$ cat src/hdl/pic_pkg.sv
// constants and types of the prioritized interrupt controller
// Summary of operation
// - thirty-three registers: controls, flags, enables, priorities, status
// - control A: nesting disable plus trap flags
// - control B: external pin edges, alternate table
// - hardware sets request flag, software write clears
// - source interrupts only while enable bit set
// - each user source gets one of eight levels
// - 3-bit priority, 7 highest, 0 disables
// - vector status latches vector and level
// - latched level equals presented interrupt priority
// - bits allocated in natural order of sources
// - status word bits 7:5 hold writable CPU level
// - read-only fourth level bit guards traps
// - priority fields reset 100, gaps read zero
// - enable word 2 resets zero, bit 13 zero
// - enable word 2 bit map per source
// - priority word 13 field map per source
// - traps at levels 10-14, masked by a CPU level at or above theirs
// - CPU level 7 blocks all user interrupts
package pic_pkg;
  localparam int N_FLAG_WORDS = 5;
  localparam int N_PRIO_WORDS = 18;
  localparam int N_FLAGS = 16 * N_FLAG_WORDS;
  localparam int N_SRC = 4 * N_PRIO_WORDS;
  localparam int N_EXT = 5;
  localparam int N_TRAP = 5;
  localparam int VEC_BASE = 8;
  // register word indices; byte address is four times the index
  localparam logic [5:0] IDX_CTRL_A = 6'h00;
  localparam logic [5:0] IDX_CTRL_B = 6'h01;
  localparam logic [5:0] IDX_FLAG0 = 6'h02;
  localparam logic [5:0] IDX_EN0 = 6'h07;
  localparam logic [5:0] IDX_PRIO0 = 6'h0c;
  localparam logic [5:0] IDX_VSTAT = 6'h1e;
  localparam logic [5:0] IDX_CPU_SR = 6'h1f;
  localparam logic [5:0] IDX_CORE = 6'h20;
  localparam int ADDR_W = 8;
  // field positions
  localparam int NEST_DIS_BIT = 15;
  localparam int ALT_TABLE_BIT = 15;
  localparam int CPU_LOW_LSB = 5;
  localparam int CPU_TOP_BIT = 3;
  localparam int VS_LEVEL_LSB = 8;
  // reset values and implemented-bit masks
  localparam logic [15:0] PRIO_RESET = 16'h4444;
  localparam logic [15:0] PRIO_MASK = 16'h7777;
  localparam logic [15:0] EN_RESET = 16'h0000;
  localparam logic [15:0] EN2_MASK = 16'hdfff;
  localparam logic [15:0] FULL_MASK = 16'hffff;
  localparam logic [2:0] LEVEL_USER_MAX = 3'h7;
  localparam logic [3:0] TRAP_LEVEL_TOP = 4'he;
  localparam logic [1:0] RESP_OKAY = 2'h0;
  localparam logic [1:0] RESP_SLVERR = 2'h2;
  // natural-order slots of the external pins 0..4
  localparam int EXT_SRC [N_EXT] = '{0, 20, 29, 53, 54};
  typedef struct packed {
    logic [3:0] level;
    logic [6:0] vector;
  } pic_vec_t;
endpackage : pic_pkg

$ cat src/hdl/pic_arbiter.sv
// winner search over pending user sources
`timescale 1ns/100ps
module pic_arbiter #(
  parameter int N = pic_pkg::N_SRC
) (
  input wire logic [N-1:0] pend,
  input wire logic [3*N-1:0] prio,
  output logic found,
  output logic [6:0] idx,
  output logic [2:0] level
);
  import pic_pkg::*;
  if (N < 1 || N > 120) begin : g_bad_n
    $error("pic_arbiter: source count out of range");
  end
  always_comb begin
    found = 1'b0;
    idx = 7'h00;
    level = 3'h0;
    // walk downward so the lowest index wins equal levels
    for (int i = N - 1; i >= 0; i--) begin
      if (pend[i] && prio[3*i +: 3] >= level) begin
        found = 1'b1;
        idx = 7'(i);
        level = prio[3*i +: 3];
      end
    end
  end
endmodule : pic_arbiter

$ cat src/hdl/pic_controller.sv
// interrupt controller core with AXI4-Lite register slave
`timescale 1ns/100ps
module pic_controller #(
  parameter int NSRC = pic_pkg::N_SRC
) (
  input wire logic aclk,
  input wire logic aresetn,
  input wire logic awvalid,
  output logic awready,
  input wire logic [pic_pkg::ADDR_W-1:0] awaddr,
  input wire logic wvalid,
  output logic wready,
  input wire logic [31:0] wdata,
  input wire logic [3:0] wstrb,
  output logic bvalid,
  input wire logic bready,
  output logic [1:0] bresp,
  input wire logic arvalid,
  output logic arready,
  input wire logic [pic_pkg::ADDR_W-1:0] araddr,
  output logic rvalid,
  input wire logic rready,
  output logic [31:0] rdata,
  output logic [1:0] rresp,
  input wire logic [pic_pkg::N_FLAGS-1:0] periph_req,
  input wire logic [pic_pkg::N_EXT-1:0] ext_irq_pin,
  input wire logic [pic_pkg::N_TRAP-1:0] trap_req,
  input wire logic cpu_priority_top,
  output logic irq_req,
  output pic_pkg::pic_vec_t irq_sel,
  output logic alt_table_sel
);
  import pic_pkg::*;

  if (NSRC < 1 || NSRC > N_SRC) begin : g_bad_nsrc
    $error("pic_controller: NSRC exceeds priority fields");
  end

  // register state
  logic nest_dis_q;
  logic [N_TRAP-1:0] trap_flag_q;
  logic [15:0] ctrl_b_q;
  logic [15:0] flag_q [N_FLAG_WORDS];
  logic [15:0] en_q [N_FLAG_WORDS];
  logic [15:0] prio_q [N_PRIO_WORDS];
  logic [2:0] cpu_low_q;
  pic_vec_t vstat_q;
  logic irq_req_q;

  // bus state
  logic aw_have_q, w_have_q;
  logic [5:0] aw_idx_q;
  logic [15:0] wdata_q;
  logic [1:0] wstrb_q;
  logic bvalid_q, rvalid_q;
  logic [1:0] bresp_q, rresp_q;
  logic [15:0] rdata_q;

  // external pin synchronisers
  logic [N_EXT-1:0] ext_s1_q, ext_s2_q, ext_s3_q;

  // ---------------- AXI4-Lite slave ----------------
  assign awready = ~aw_have_q & ~bvalid_q;
  assign wready = ~w_have_q & ~bvalid_q;
  assign arready = ~rvalid_q;
  assign bvalid = bvalid_q;
  assign bresp = bresp_q;
  assign rvalid = rvalid_q;
  assign rresp = rresp_q;
  assign rdata = {16'h0000, rdata_q};

  wire aw_take = awvalid & awready;
  wire w_take = wvalid & wready;
  wire ar_take = arvalid & arready;
  wire do_write = aw_have_q & w_have_q & ~bvalid_q;

  function automatic logic mapped(input logic [5:0] i);
    mapped = i <= IDX_CORE;
  endfunction : mapped

  wire wr_ok = do_write & mapped(aw_idx_q);
  wire [5:0] ar_idx = araddr[7:2];

  // byte-lane merge of a write into a 16-bit register
  function automatic logic [15:0] merge(input logic [15:0] old,
                                        input logic [15:0] d,
                                        input logic [1:0] s,
                                        input logic [15:0] m);
    logic [15:0] r;
    r = old;
    if (s[0]) r[7:0] = d[7:0];
    if (s[1]) r[15:8] = d[15:8];
    merge = r & m;
  endfunction : merge

  always_ff @(posedge aclk) begin
    if (!aresetn) begin
      aw_have_q <= 1'b0;
      w_have_q <= 1'b0;
      aw_idx_q <= 6'h00;
      wdata_q <= 16'h0000;
      wstrb_q <= 2'h0;
      bvalid_q <= 1'b0;
      bresp_q <= RESP_OKAY;
    end else begin
      if (aw_take) begin
        aw_have_q <= 1'b1;
        aw_idx_q <= awaddr[7:2];
      end
      if (w_take) begin
        w_have_q <= 1'b1;
        wdata_q <= wdata[15:0];
        wstrb_q <= wstrb[1:0];
      end
      if (do_write) begin
        aw_have_q <= 1'b0;
        w_have_q <= 1'b0;
        bvalid_q <= 1'b1;
        bresp_q <= wr_ok ? RESP_OKAY : RESP_SLVERR;
      end else if (bvalid_q && bready) begin
        bvalid_q <= 1'b0;
      end
    end
  end

  // ---------------- read path ----------------
  logic [15:0] rd_word;
  always_comb begin
    rd_word = 16'h0000;
    if (ar_idx == IDX_CTRL_A) begin
      rd_word[NEST_DIS_BIT] = nest_dis_q;
      rd_word[N_TRAP-1:0] = trap_flag_q;
    end else if (ar_idx == IDX_CTRL_B) begin
      rd_word = ctrl_b_q;
    end else if (ar_idx >= IDX_FLAG0 && ar_idx < IDX_EN0) begin
      rd_word = flag_q[3'(ar_idx - IDX_FLAG0)];
    end else if (ar_idx >= IDX_EN0 && ar_idx < IDX_PRIO0) begin
      rd_word = en_q[3'(ar_idx - IDX_EN0)];
    end else if (ar_idx >= IDX_PRIO0 && ar_idx < IDX_VSTAT) begin
      rd_word = prio_q[5'(ar_idx - IDX_PRIO0)];
    end else if (ar_idx == IDX_VSTAT) begin
      rd_word[6:0] = vstat_q.vector;
      rd_word[VS_LEVEL_LSB +: 4] = vstat_q.level;
    end else if (ar_idx == IDX_CPU_SR) begin
      rd_word[CPU_LOW_LSB +: 3] = cpu_low_q;
    end else if (ar_idx == IDX_CORE) begin
      rd_word[CPU_TOP_BIT] = cpu_priority_top;
    end
  end

  always_ff @(posedge aclk) begin
    if (!aresetn) begin
      rvalid_q <= 1'b0;
      rresp_q <= RESP_OKAY;
      rdata_q <= 16'h0000;
    end else if (ar_take) begin
      rvalid_q <= 1'b1;
      rresp_q <= mapped(ar_idx) ? RESP_OKAY : RESP_SLVERR;
      rdata_q <= rd_word;
    end else if (rvalid_q && rready) begin
      rvalid_q <= 1'b0;
    end
  end

  // ---------------- external pins ----------------
  always_ff @(posedge aclk) begin
    if (!aresetn) begin
      ext_s1_q <= '0;
      ext_s2_q <= '0;
      ext_s3_q <= '0;
    end else begin
      ext_s1_q <= ext_irq_pin;
      ext_s2_q <= ext_s1_q;
      ext_s3_q <= ext_s2_q;
    end
  end

  // polarity bit 1 selects the falling edge, 0 the rising edge
  wire [N_EXT-1:0] ext_pol = ctrl_b_q[N_EXT-1:0];
  wire [N_EXT-1:0] ext_evt = (ext_pol & ext_s3_q & ~ext_s2_q)
                           | (~ext_pol & ext_s2_q & ~ext_s3_q);

  logic [N_FLAGS-1:0] flag_set;
  always_comb begin
    flag_set = periph_req;
    for (int k = 0; k < N_EXT; k++) begin
      flag_set[EXT_SRC[k]] = flag_set[EXT_SRC[k]] | ext_evt[k];
    end
  end

  // ---------------- control and flag registers ----------------
  wire wr_ctrl_a = wr_ok & (aw_idx_q == IDX_CTRL_A);
  wire [15:0] ctrl_a_new = merge({nest_dis_q, 10'h000, trap_flag_q},
                                 wdata_q, wstrb_q, FULL_MASK);

  always_ff @(posedge aclk) begin
    if (!aresetn) begin
      nest_dis_q <= 1'b0;
      trap_flag_q <= '0;
      ctrl_b_q <= 16'h0000;
      cpu_low_q <= 3'h0;
    end else begin
      if (wr_ctrl_a) begin
        nest_dis_q <= ctrl_a_new[NEST_DIS_BIT];
      end
      // a trap arriving with a clearing write still lands
      trap_flag_q <= (wr_ctrl_a ? ctrl_a_new[N_TRAP-1:0] : trap_flag_q)
                   | trap_req;
      if (wr_ok && aw_idx_q == IDX_CTRL_B) begin
        ctrl_b_q <= merge(ctrl_b_q, wdata_q, wstrb_q, FULL_MASK);
      end
      if (wr_ok && aw_idx_q == IDX_CPU_SR && wstrb_q[0]) begin
        cpu_low_q <= wdata_q[CPU_LOW_LSB +: 3];
      end
    end
  end

  assign alt_table_sel = ctrl_b_q[ALT_TABLE_BIT];

  for (genvar w = 0; w < N_FLAG_WORDS; w++) begin : g_flag
    localparam logic [15:0] MASK = (w == 2) ? EN2_MASK : FULL_MASK;
    wire wr_f = wr_ok & (aw_idx_q == IDX_FLAG0 + 6'(w));
    wire wr_e = wr_ok & (aw_idx_q == IDX_EN0 + 6'(w));
    wire [15:0] kept = wr_f ? merge(flag_q[w], wdata_q, wstrb_q, MASK)
                            : flag_q[w];
    always_ff @(posedge aclk) begin
      if (!aresetn) begin
        flag_q[w] <= 16'h0000;
        en_q[w] <= EN_RESET;
      end else begin
        flag_q[w] <= (kept | flag_set[16*w +: 16]) & MASK;
        if (wr_e) begin
          en_q[w] <= merge(en_q[w], wdata_q, wstrb_q, MASK);
        end
      end
    end
  end

  for (genvar p = 0; p < N_PRIO_WORDS; p++) begin : g_prio
    wire wr_p = wr_ok & (aw_idx_q == IDX_PRIO0 + 6'(p));
    always_ff @(posedge aclk) begin
      if (!aresetn) begin
        prio_q[p] <= PRIO_RESET;
      end else if (wr_p) begin
        prio_q[p] <= merge(prio_q[p], wdata_q, wstrb_q, PRIO_MASK);
      end
    end
  end

  // ---------------- selection ----------------
  // flat views in natural order: source i uses flag bit i, enable
  // bit i and priority bits 3i+2:3i
  logic [N_FLAGS-1:0] flag_flat, en_flat;
  logic [3*N_SRC-1:0] prio_flat;
  always_comb begin
    for (int w = 0; w < N_FLAG_WORDS; w++) begin
      flag_flat[16*w +: 16] = flag_q[w];
      en_flat[16*w +: 16] = en_q[w];
    end
    for (int p = 0; p < N_PRIO_WORDS; p++) begin
      for (int f = 0; f < 4; f++) begin
        prio_flat[12*p + 3*f +: 3] = prio_q[p][4*f +: 3];
      end
    end
  end

  wire [3:0] cpu_level = {cpu_priority_top, cpu_low_q};
  // nesting disabled: no user source preempts a running handler
  wire [3:0] user_floor = (nest_dis_q && cpu_level != 4'h0)
                          ? {1'b0, LEVEL_USER_MAX} : cpu_level;

  logic [NSRC-1:0] user_pend;
  always_comb begin
    for (int i = 0; i < NSRC; i++) begin
      // zero priority never beats any floor; level 7 floor blocks all
      user_pend[i] = flag_flat[i] & en_flat[i]
                   & ({1'b0, prio_flat[3*i +: 3]} > user_floor);
    end
  end

  logic user_found;
  logic [6:0] user_idx;
  logic [2:0] user_lvl;
  pic_arbiter #(.N(NSRC)) u_arb (
    .pend(user_pend),
    .prio(prio_flat[3*NSRC-1:0]),
    .found(user_found),
    .idx(user_idx),
    .level(user_lvl)
  );

  // traps: lower index holds the higher fixed level, 14 down to 10
  logic trap_found;
  pic_vec_t trap_win;
  always_comb begin
    trap_found = 1'b0;
    trap_win = '0;
    for (int k = N_TRAP - 1; k >= 0; k--) begin
      if (trap_flag_q[k] && (TRAP_LEVEL_TOP - 4'(k)) > cpu_level) begin
        trap_found = 1'b1;
        trap_win.level = TRAP_LEVEL_TOP - 4'(k);
        trap_win.vector = 7'(k + 1);
      end
    end
  end

  pic_vec_t user_win;
  assign user_win.level = {1'b0, user_lvl};
  assign user_win.vector = user_idx + 7'(VEC_BASE);

  always_ff @(posedge aclk) begin
    if (!aresetn) begin
      vstat_q <= '0;
      irq_req_q <= 1'b0;
    end else begin
      irq_req_q <= trap_found | user_found;
      if (trap_found) begin
        vstat_q <= trap_win;
      end else if (user_found) begin
        vstat_q <= user_win;
      end
    end
  end

  assign irq_req = irq_req_q;
  assign irq_sel = vstat_q;
endmodule : pic_controller

$ cat config.mk
export PLATFORM = sky130hd
export DESIGN_NAME = pic_controller
export DESIGN_NICKNAME = d
export VERILOG_FILES = /design/src/hdl/pic_pkg.sv /design/src/hdl/pic_arbiter.sv /design/src/hdl/pic_controller.sv
export SDC_FILE = /design/constraint.sdc
export NUM_CORES = 2
export LEC_CHECK = 0
export BUFFER_PORTS_ARGS = -buffer_cell sky130_fd_sc_hd__buf_2
export CAP_MARGIN = 10
export CORE_ASPECT_RATIO = 0.6
export CORE_UTILIZATION = 30
export DETAILED_ROUTE_END_ITERATION = 16
export HOLD_SLACK_MARGIN = 0.06
export PLACE_DENSITY_LB_ADDON = 0.25
export SYNTH_ARGS = -nofsm -noshare
export SYNTH_HDL_FRONTEND = slang
export SYNTH_SLANG_ARGS = --single-unit
$ cat constraint.sdc
create_clock -name aclk -period 316.5 [get_ports aclk]
set_input_delay 94.95 -clock aclk [delete_from_list [all_inputs] [get_ports aclk]]
set_output_delay 94.95 -clock aclk [all_outputs]
set_load 0.02 [all_outputs]
Word-level counts from Yosys, hierarchy flattened
Memory sizes are Yosys's and may differ from the RTL's.
Index checks and enable logic that the tools add are counted.

word-level totals
  bits in registers = 100
  bits in writable memories = 376
  bits of input ports = 150
  logic and storage cells = 1,055
  memories kept = 3

cells by class
  add/sub/neg operators = 4
  $lt $le $gt $ge = 157
  equal/unequal tests = 34
  mux-type cells = 506
  bitwise operators = 234
  reductions and logical operators = 96

memories
  name    depth  width  read ports  clocked after memory_dff  write ports  RTL line              source
  prio_q  18     12     19          0                         18           pic_controller.sv:45  logic [15:0] prio_q [N_PRIO_WORDS];
  en_q    5      16     6           0                         5            pic_controller.sv:44  logic [15:0] en_q [N_FLAG_WORDS];
  flag_q  5      16     6           0                         5            pic_controller.sv:43  logic [15:0] flag_q [N_FLAG_WORDS];

operators by type and width
  kind                  number
  $mux W7               180
  $mux W8               40
  $gt A3 B4 Y1          72
  $mux W16              18
  $mux W12              19
  $mux W3               74
  $ge A3 B3 Y1          71
  $and A1 B1 Y1         181
  $mux W1               158
  $eq A6 B5 Y1 const B  17
  $logic_and A1 B1 Y1   86
  $or A16 B16 Y16       5
  $mux W11              7
  $eq A6 B4 Y1 const B  8
  $or A1 B1 Y1          34
  $eq A6 B3 Y1 const B  4
  $and A5 B5 Y5         4
  $gt A4 B4 Y1 const A  5
  $mux W5               3
  $not A5 Y5            3
  $eq A6 B1 Y1 const B  2
  $eq A6 B2 Y1 const B  2
  $le A6 B6 Y1 const B  2
  $logic_not A6 Y1      2
  21 further kinds      34

Depth between registers and ports, before layout
  word-level depth = 223
  depth in mapped cells = 509
  depth with buffers taken out = 505

Hierarchy
A second synthesis with hierarchy kept.

second synthesis, totals
  cells, all modules = 4,339
  area, all modules = 37,861.3 um^2

modules (own cells, without submodules)
  module          instances  cells an instance  area an instance (um^2)
  pic_controller  1          2,642              27,019.7
  pic_arbiter     1          1,697              10,841.6

Worst setup path before layout
No wires, ideal clock.

  path type = input -> register
  from = input port cpu_priority_top
  to = register vstat_q (netlist bit irq_sel[5])
  setup time = 0.070 ns
  data arrival time = 194.908 ns
  data required time = 316.430 ns
  slack = 121.522 ns
  stages = 486
  path buffers = 2
  path through = buf_2 -> or3_1 -> a21oi_1 -> ha_1 -> o221a_2 -> a311o_1 -> o211a_1 -> and2_1 -> ha_1 -> nor2b_1 -> o21ai_0 -> and2_1 -> nand3_1 -> nand2_1 -> o21ai_0 -> ha_1 -> nand2b_1 -> a311oi_1 -> (+450 left out) -> nor2b_1 -> o2111ai_1 -> a311o_1 -> nor2_1 -> a21oi_1 -> inv_1 -> ha_1 -> a21oi_1 -> nor2b_1 -> o2111ai_1 -> nand2_1 -> nor3_1 -> nor4b_1 -> nor2b_1 -> ha_1 -> xor2_1 -> or3_1 -> a21boi_1

between the ends
  longest elaborated chain between the ends = 223

RTL lines
  item                  RTL line               source
  start, declared       pic_controller.sv:28   input wire logic cpu_priority_top,
  $reduce_bool A4 Y1    pic_controller.sv:269  wire [3:0] user_floor = (nest_dis_q && cpu_level != 4'h0)
  $logic_and A1 B1 Y1   pic_controller.sv:269
  $mux W4               pic_controller.sv:270  ? {1'b0, LEVEL_USER_MAX} : cpu_level;
  $gt A3 B4 Y1          pic_controller.sv:277  & ({1'b0, prio_flat[3*i +: 3]} > user_floor);
  $and A1 B1 Y1         pic_controller.sv:277
  $logic_and A1 B1 Y1   pic_arbiter.sv:22      if (pend[i] && prio[3*i +: 3] >= level) begin
  $mux W3               pic_arbiter.sv:22
  $ge A3 B3 Y1          pic_arbiter.sv:22
  (+207 left out)       n/a
  $logic_and A1 B1 Y1   pic_arbiter.sv:22
  $mux W3               pic_arbiter.sv:22
  $ge A3 B3 Y1          pic_arbiter.sv:22
  $logic_and A1 B1 Y1   pic_arbiter.sv:22
  $mux W7               pic_arbiter.sv:22
  $add A7 B4 Y7         pic_controller.sv:309  assign user_win.vector = user_idx + 7'(VEC_BASE);
  $mux W11              pic_controller.sv:319  end else if (user_found) begin
  $mux W11              pic_controller.sv:317  if (trap_found) begin
  end signal, assigned  pic_controller.sv:318  vstat_q <= trap_win;
  end signal, assigned  pic_controller.sv:320  vstat_q <= user_win;
  end, declared         pic_controller.sv:47   pic_vec_t vstat_q;

Parallel ways exist; a longest one is shown, timed or not. The select of a mux whose other input is x is not followed.
A chain may end at the register's enable or synchronous reset.

Final worst setup path
Ends and elaborated chain as after synthesis.

==> flow_metrics.tcl <==
set metrics [dict create \
    status "finished clean" \
    rsz0062_at_grt "false" \
    whs_endpoint "ext_s2_q[0]" \
    clk_pin_slew_ns 0.07 \
    vias_per_cell 5.77 \
    dr.first_iter.drc_count 4538 \
    startpoint "cpu_priority_top" \
    rows 100 \
    critPathArrivalTime_ns 209.46 \
    startpoint_type "input port" \
    drive_gt1_frac 0.149 \
    ys_ff_latch 472 \
    cts_hold_buf 0 \
    worstSetupPathDepth 486 \
    drc 0 \
    cp_common_cell "ha_1" \
    regToRegStartpoint "cpu_low_q[1]" \
    p_per_area_nw_per_um2 4.64 \
    cts_resized 0 \
    cts_root_buf "clkbuf_16" \
    r2r_cells 485 \
    antenna_found_initial 24 \
    synth_cells 4171 \
    grt-ovfl-total 0 \
    grtUsageTotal 0.241 \
    core_area_um2 125000 \
    path_class "in -> reg" \
    die_h_um 278 \
    syn_area_per_cell_um2 9.13 \
    finalSetupTns_ns 0 \
    worstMarginPinSlew_ns 1.30 \
    post-dp-hpwl_um 122000 \
    slew_violations 0 \
    cp_slowest_cell "nor4_1" \
    hold_path_class "reg -> reg" \
    port_buffers 162 \
    end_kind "register" \
    worstSkewPairLatency_ns 0.64 \
    regArea_um2 12400 \
    post_cts_buffers 0 \
    fin_util 0.337 \
    cts_sinks 472 \
    gp_congestion 0.962 \
    cts_buffer_depth 3 \
    syn_area_um2 38100 \
    max-slew-margin-rel 0.133 \
    hold_viol_final 0 \
    start_util 0.305 \
    vias 34300 \
    ir_worst_vdd_mv 0.00369 \
    p_leak_nw 16.5 \
    grt_pass1_wl_um 224000 \
    synthFlopType "edfxtp_1" \
    io_pins 204 \
    reg2reg_setup_slack_ns 201.01 \
    setup_ws_ns 107.62 \
    synthArstFlopShare 0 \
    synth_edf_count 295 \
    wl_um 159000 \
    firstDrtPassIters 6 \
    critical-path-top-delay-family "compound AO/OA/AOI/OAI gates" \
    grt_pass1_vias 30400 \
    postRouteAntennaNets 0 \
    maxCapViolations 0 \
    critPathMaxFanout 11 \
    finalCritPeriodShare 0.660 \
    finalClockSkew_ns 0.0259 \
    cts_made_buffers 46 \
    max_stage_delay_ns 0.93 \
    tritoncts "done" \
    fin_crit_ns 208.88 \
    wl_per_cell_um 26.8 \
    cp_num_buf_inv 17 \
    holdCritStartpoint "ext_s1_q[0]" \
    netlist-cell-type-count 124 \
    n_fill_cell 12800 \
    finalNetCount 4639 \
    cts_max_level 2 \
    hold_path_depth 1 \
    area_growth_syn_to_layout_pct 10.6 \
    dp_slack_ns 109.15 \
    dieWidth_um 462 \
    crit_required_ns 317.08 \
    multiInputGateArea_um2 24100 \
    die_area_um2 128000 \
    fmax_ghz 0.00479 \
    setup-violations-final 0 \
    r2r-end "irq_sel[5]" \
    yosys_warnings 0 \
    grt_max_degree 122 \
    ys_seq_area_frac 0.326 \
]
==> placed cells by master (no fill, tap or decap), types with 18 or more instances in the layout <==
cell       count
a211oi_1      44
a21boi_0      31
a21o_1        29
a21oi_1      174
a311oi_1      60
a31oi_1       34
and2_1       161
and3_1       186
buf_2        159
buf_4         49
clkbuf_16     49
conb_1        18
dfxtp_1      171
edfxtp_1     295
ha_1         277
inv_1        189
maj3_1        31
mux2_2       115
mux2i_1       76
mux4_2        90
nand2_1      581
nand2b_1      80
nand3_1      112
nor2_1       204
nor2b_1       62
nor3_1        35
o211a_1       23
o211ai_1      50
o21a_1       126
o21ai_0      180
o21ai_1       18
o31ai_1       20
or2_2         29
xnor2_1       68
==> worst reg2reg max path, delay by kind of cell (launching register included) <==
| family | cells | cell delay, ns |
|---|---|---|
| adder cells (fa/ha/maj) | 98 | 28.58 |
| flip-flops | 1 | 1.12 |
| XOR/XNOR | 1 | 0.06 |
| AO/OA/AOI/OAI | 169 | 43.87 |
| multiplexers | 31 | 11.58 |
| buffers and inverters | 16 | 1.41 |
| AND/OR/NAND/NOR | 170 | 28.79 |
==> how the worst max path moves through the flow <==
| stage | to |
|---|---|
| 2_1_floorplan | irq_sel[5] |
| 3_3_place_gp | irq_sel[5] |
| 3_5_place_dp | irq_sel[5] |
| 4_1_cts | irq_sel[5] |
| 5_1_grt | irq_sel[5] |
| 6_report | irq_sel[5] |
==> where the power goes <==
| group | internal, mW | switching (mW) |
|---|---|---|
| clock network | 0.0319 | 0.0278 |
| logic | 0.0251 | 0.0389 |
| registers | 0.0675 | 0.00424 |
==> layout make-up <==
type,instances,share of cell area
Timing Repair Buffer,212,0.0292
Tap cell,1683,0.0500
Inverter,191,0.0170
Clock inverter,19,0.00386
Clock buffer,65,0.0331
Antenna cell,4,0.000238
Multi-Input combinational cell,3289,0.572
Sequential cell,472,0.295
==> cells in the mapped netlist (all sizes together), types with 16 or more instances <==
cell / number / share of area
nand4: 17 / 0.0028
a21boi: 39 / 0.0077
ha: 277 / 0.091
a21o: 30 / 0.0061
nand2: 586 / 0.058
nor2: 209 / 0.021
edfxtp: 295 / 0.23
o31a: 17 / 0.0042
nor2b: 62 / 0.010
dfxtp: 177 / 0.093
maj3: 33 / 0.0087
mux4: 90 / 0.053
inv: 191 / 0.019
a21oi: 179 / 0.024
o21a: 126 / 0.025
o31ai: 23 / 0.0056
mux2: 119 / 0.035
clkbuf: 178 / 0.018
a211oi: 53 / 0.012
mux2i: 76 / 0.020
a311o: 16 / 0.0043
o2111ai: 17 / 0.0039
o21ai: 201 / 0.027
o211a: 25 / 0.0066
a2111oi: 19 / 0.0055
and2: 163 / 0.027
buf: 58 / 0.0082
a311oi: 62 / 0.015
nand2b: 81 / 0.013
nor3: 38 / 0.0054
nand3: 112 / 0.015
xnor2: 70 / 0.016
and3: 186 / 0.031
o211ai: 54 / 0.011
or2: 33 / 0.0054
a31oi: 39 / 0.0072
o311ai: 16 / 0.0041
==> routing by layer <==
metal,up-vias,part of all wire,global-route usage
li1,15600,-,-
met1,16900,0.48,0.382
met2,1609,0.37,0.300
met3,145,0.13,0.0822
met4,6,0.021,0.0507
met5,-,0.00029,0.00113
==> registers in the layout (all words and copies together), names as in the netlist, 6 cells and up <==
name      flops
prio_q      216
aw_idx_q      6
en_q         79
ctrl_b_q     16
flag_q       79
rdata_q      16
irq_sel      11
wdata_q      16
==> cell families after synthesis <==
logic type | synth area share
other | 0.0000984
buffers and inverters | 0.0446
muxes | 0.109
xor gates and xnor gates | 0.0166
and+or+nand+nor | 0.201
AOI/OAI and AO/OA | 0.204
adders and majority gates | 0.0997
DFF | 0.326
==> per-stage QoR <==
step | instances | instance area, um2 | total power [mW] | hold slack (ns)
2_1_floorplan | 4188 | 38200 | 0.116 | 0.412
3_3_place_gp | 5847 | 40600 | 0.134 | 0.421
3_5_place_dp | 5847 | 40600 | 0.135 | 0.420
4_1_cts | 5931 | 42100 | 0.194 | 0.440
5_1_grt | 5932 | 42100 | 0.205 | 0.454
6_report | 5935 | 42100 | 0.195 | 0.442
(Power assumes the default switching activity.)
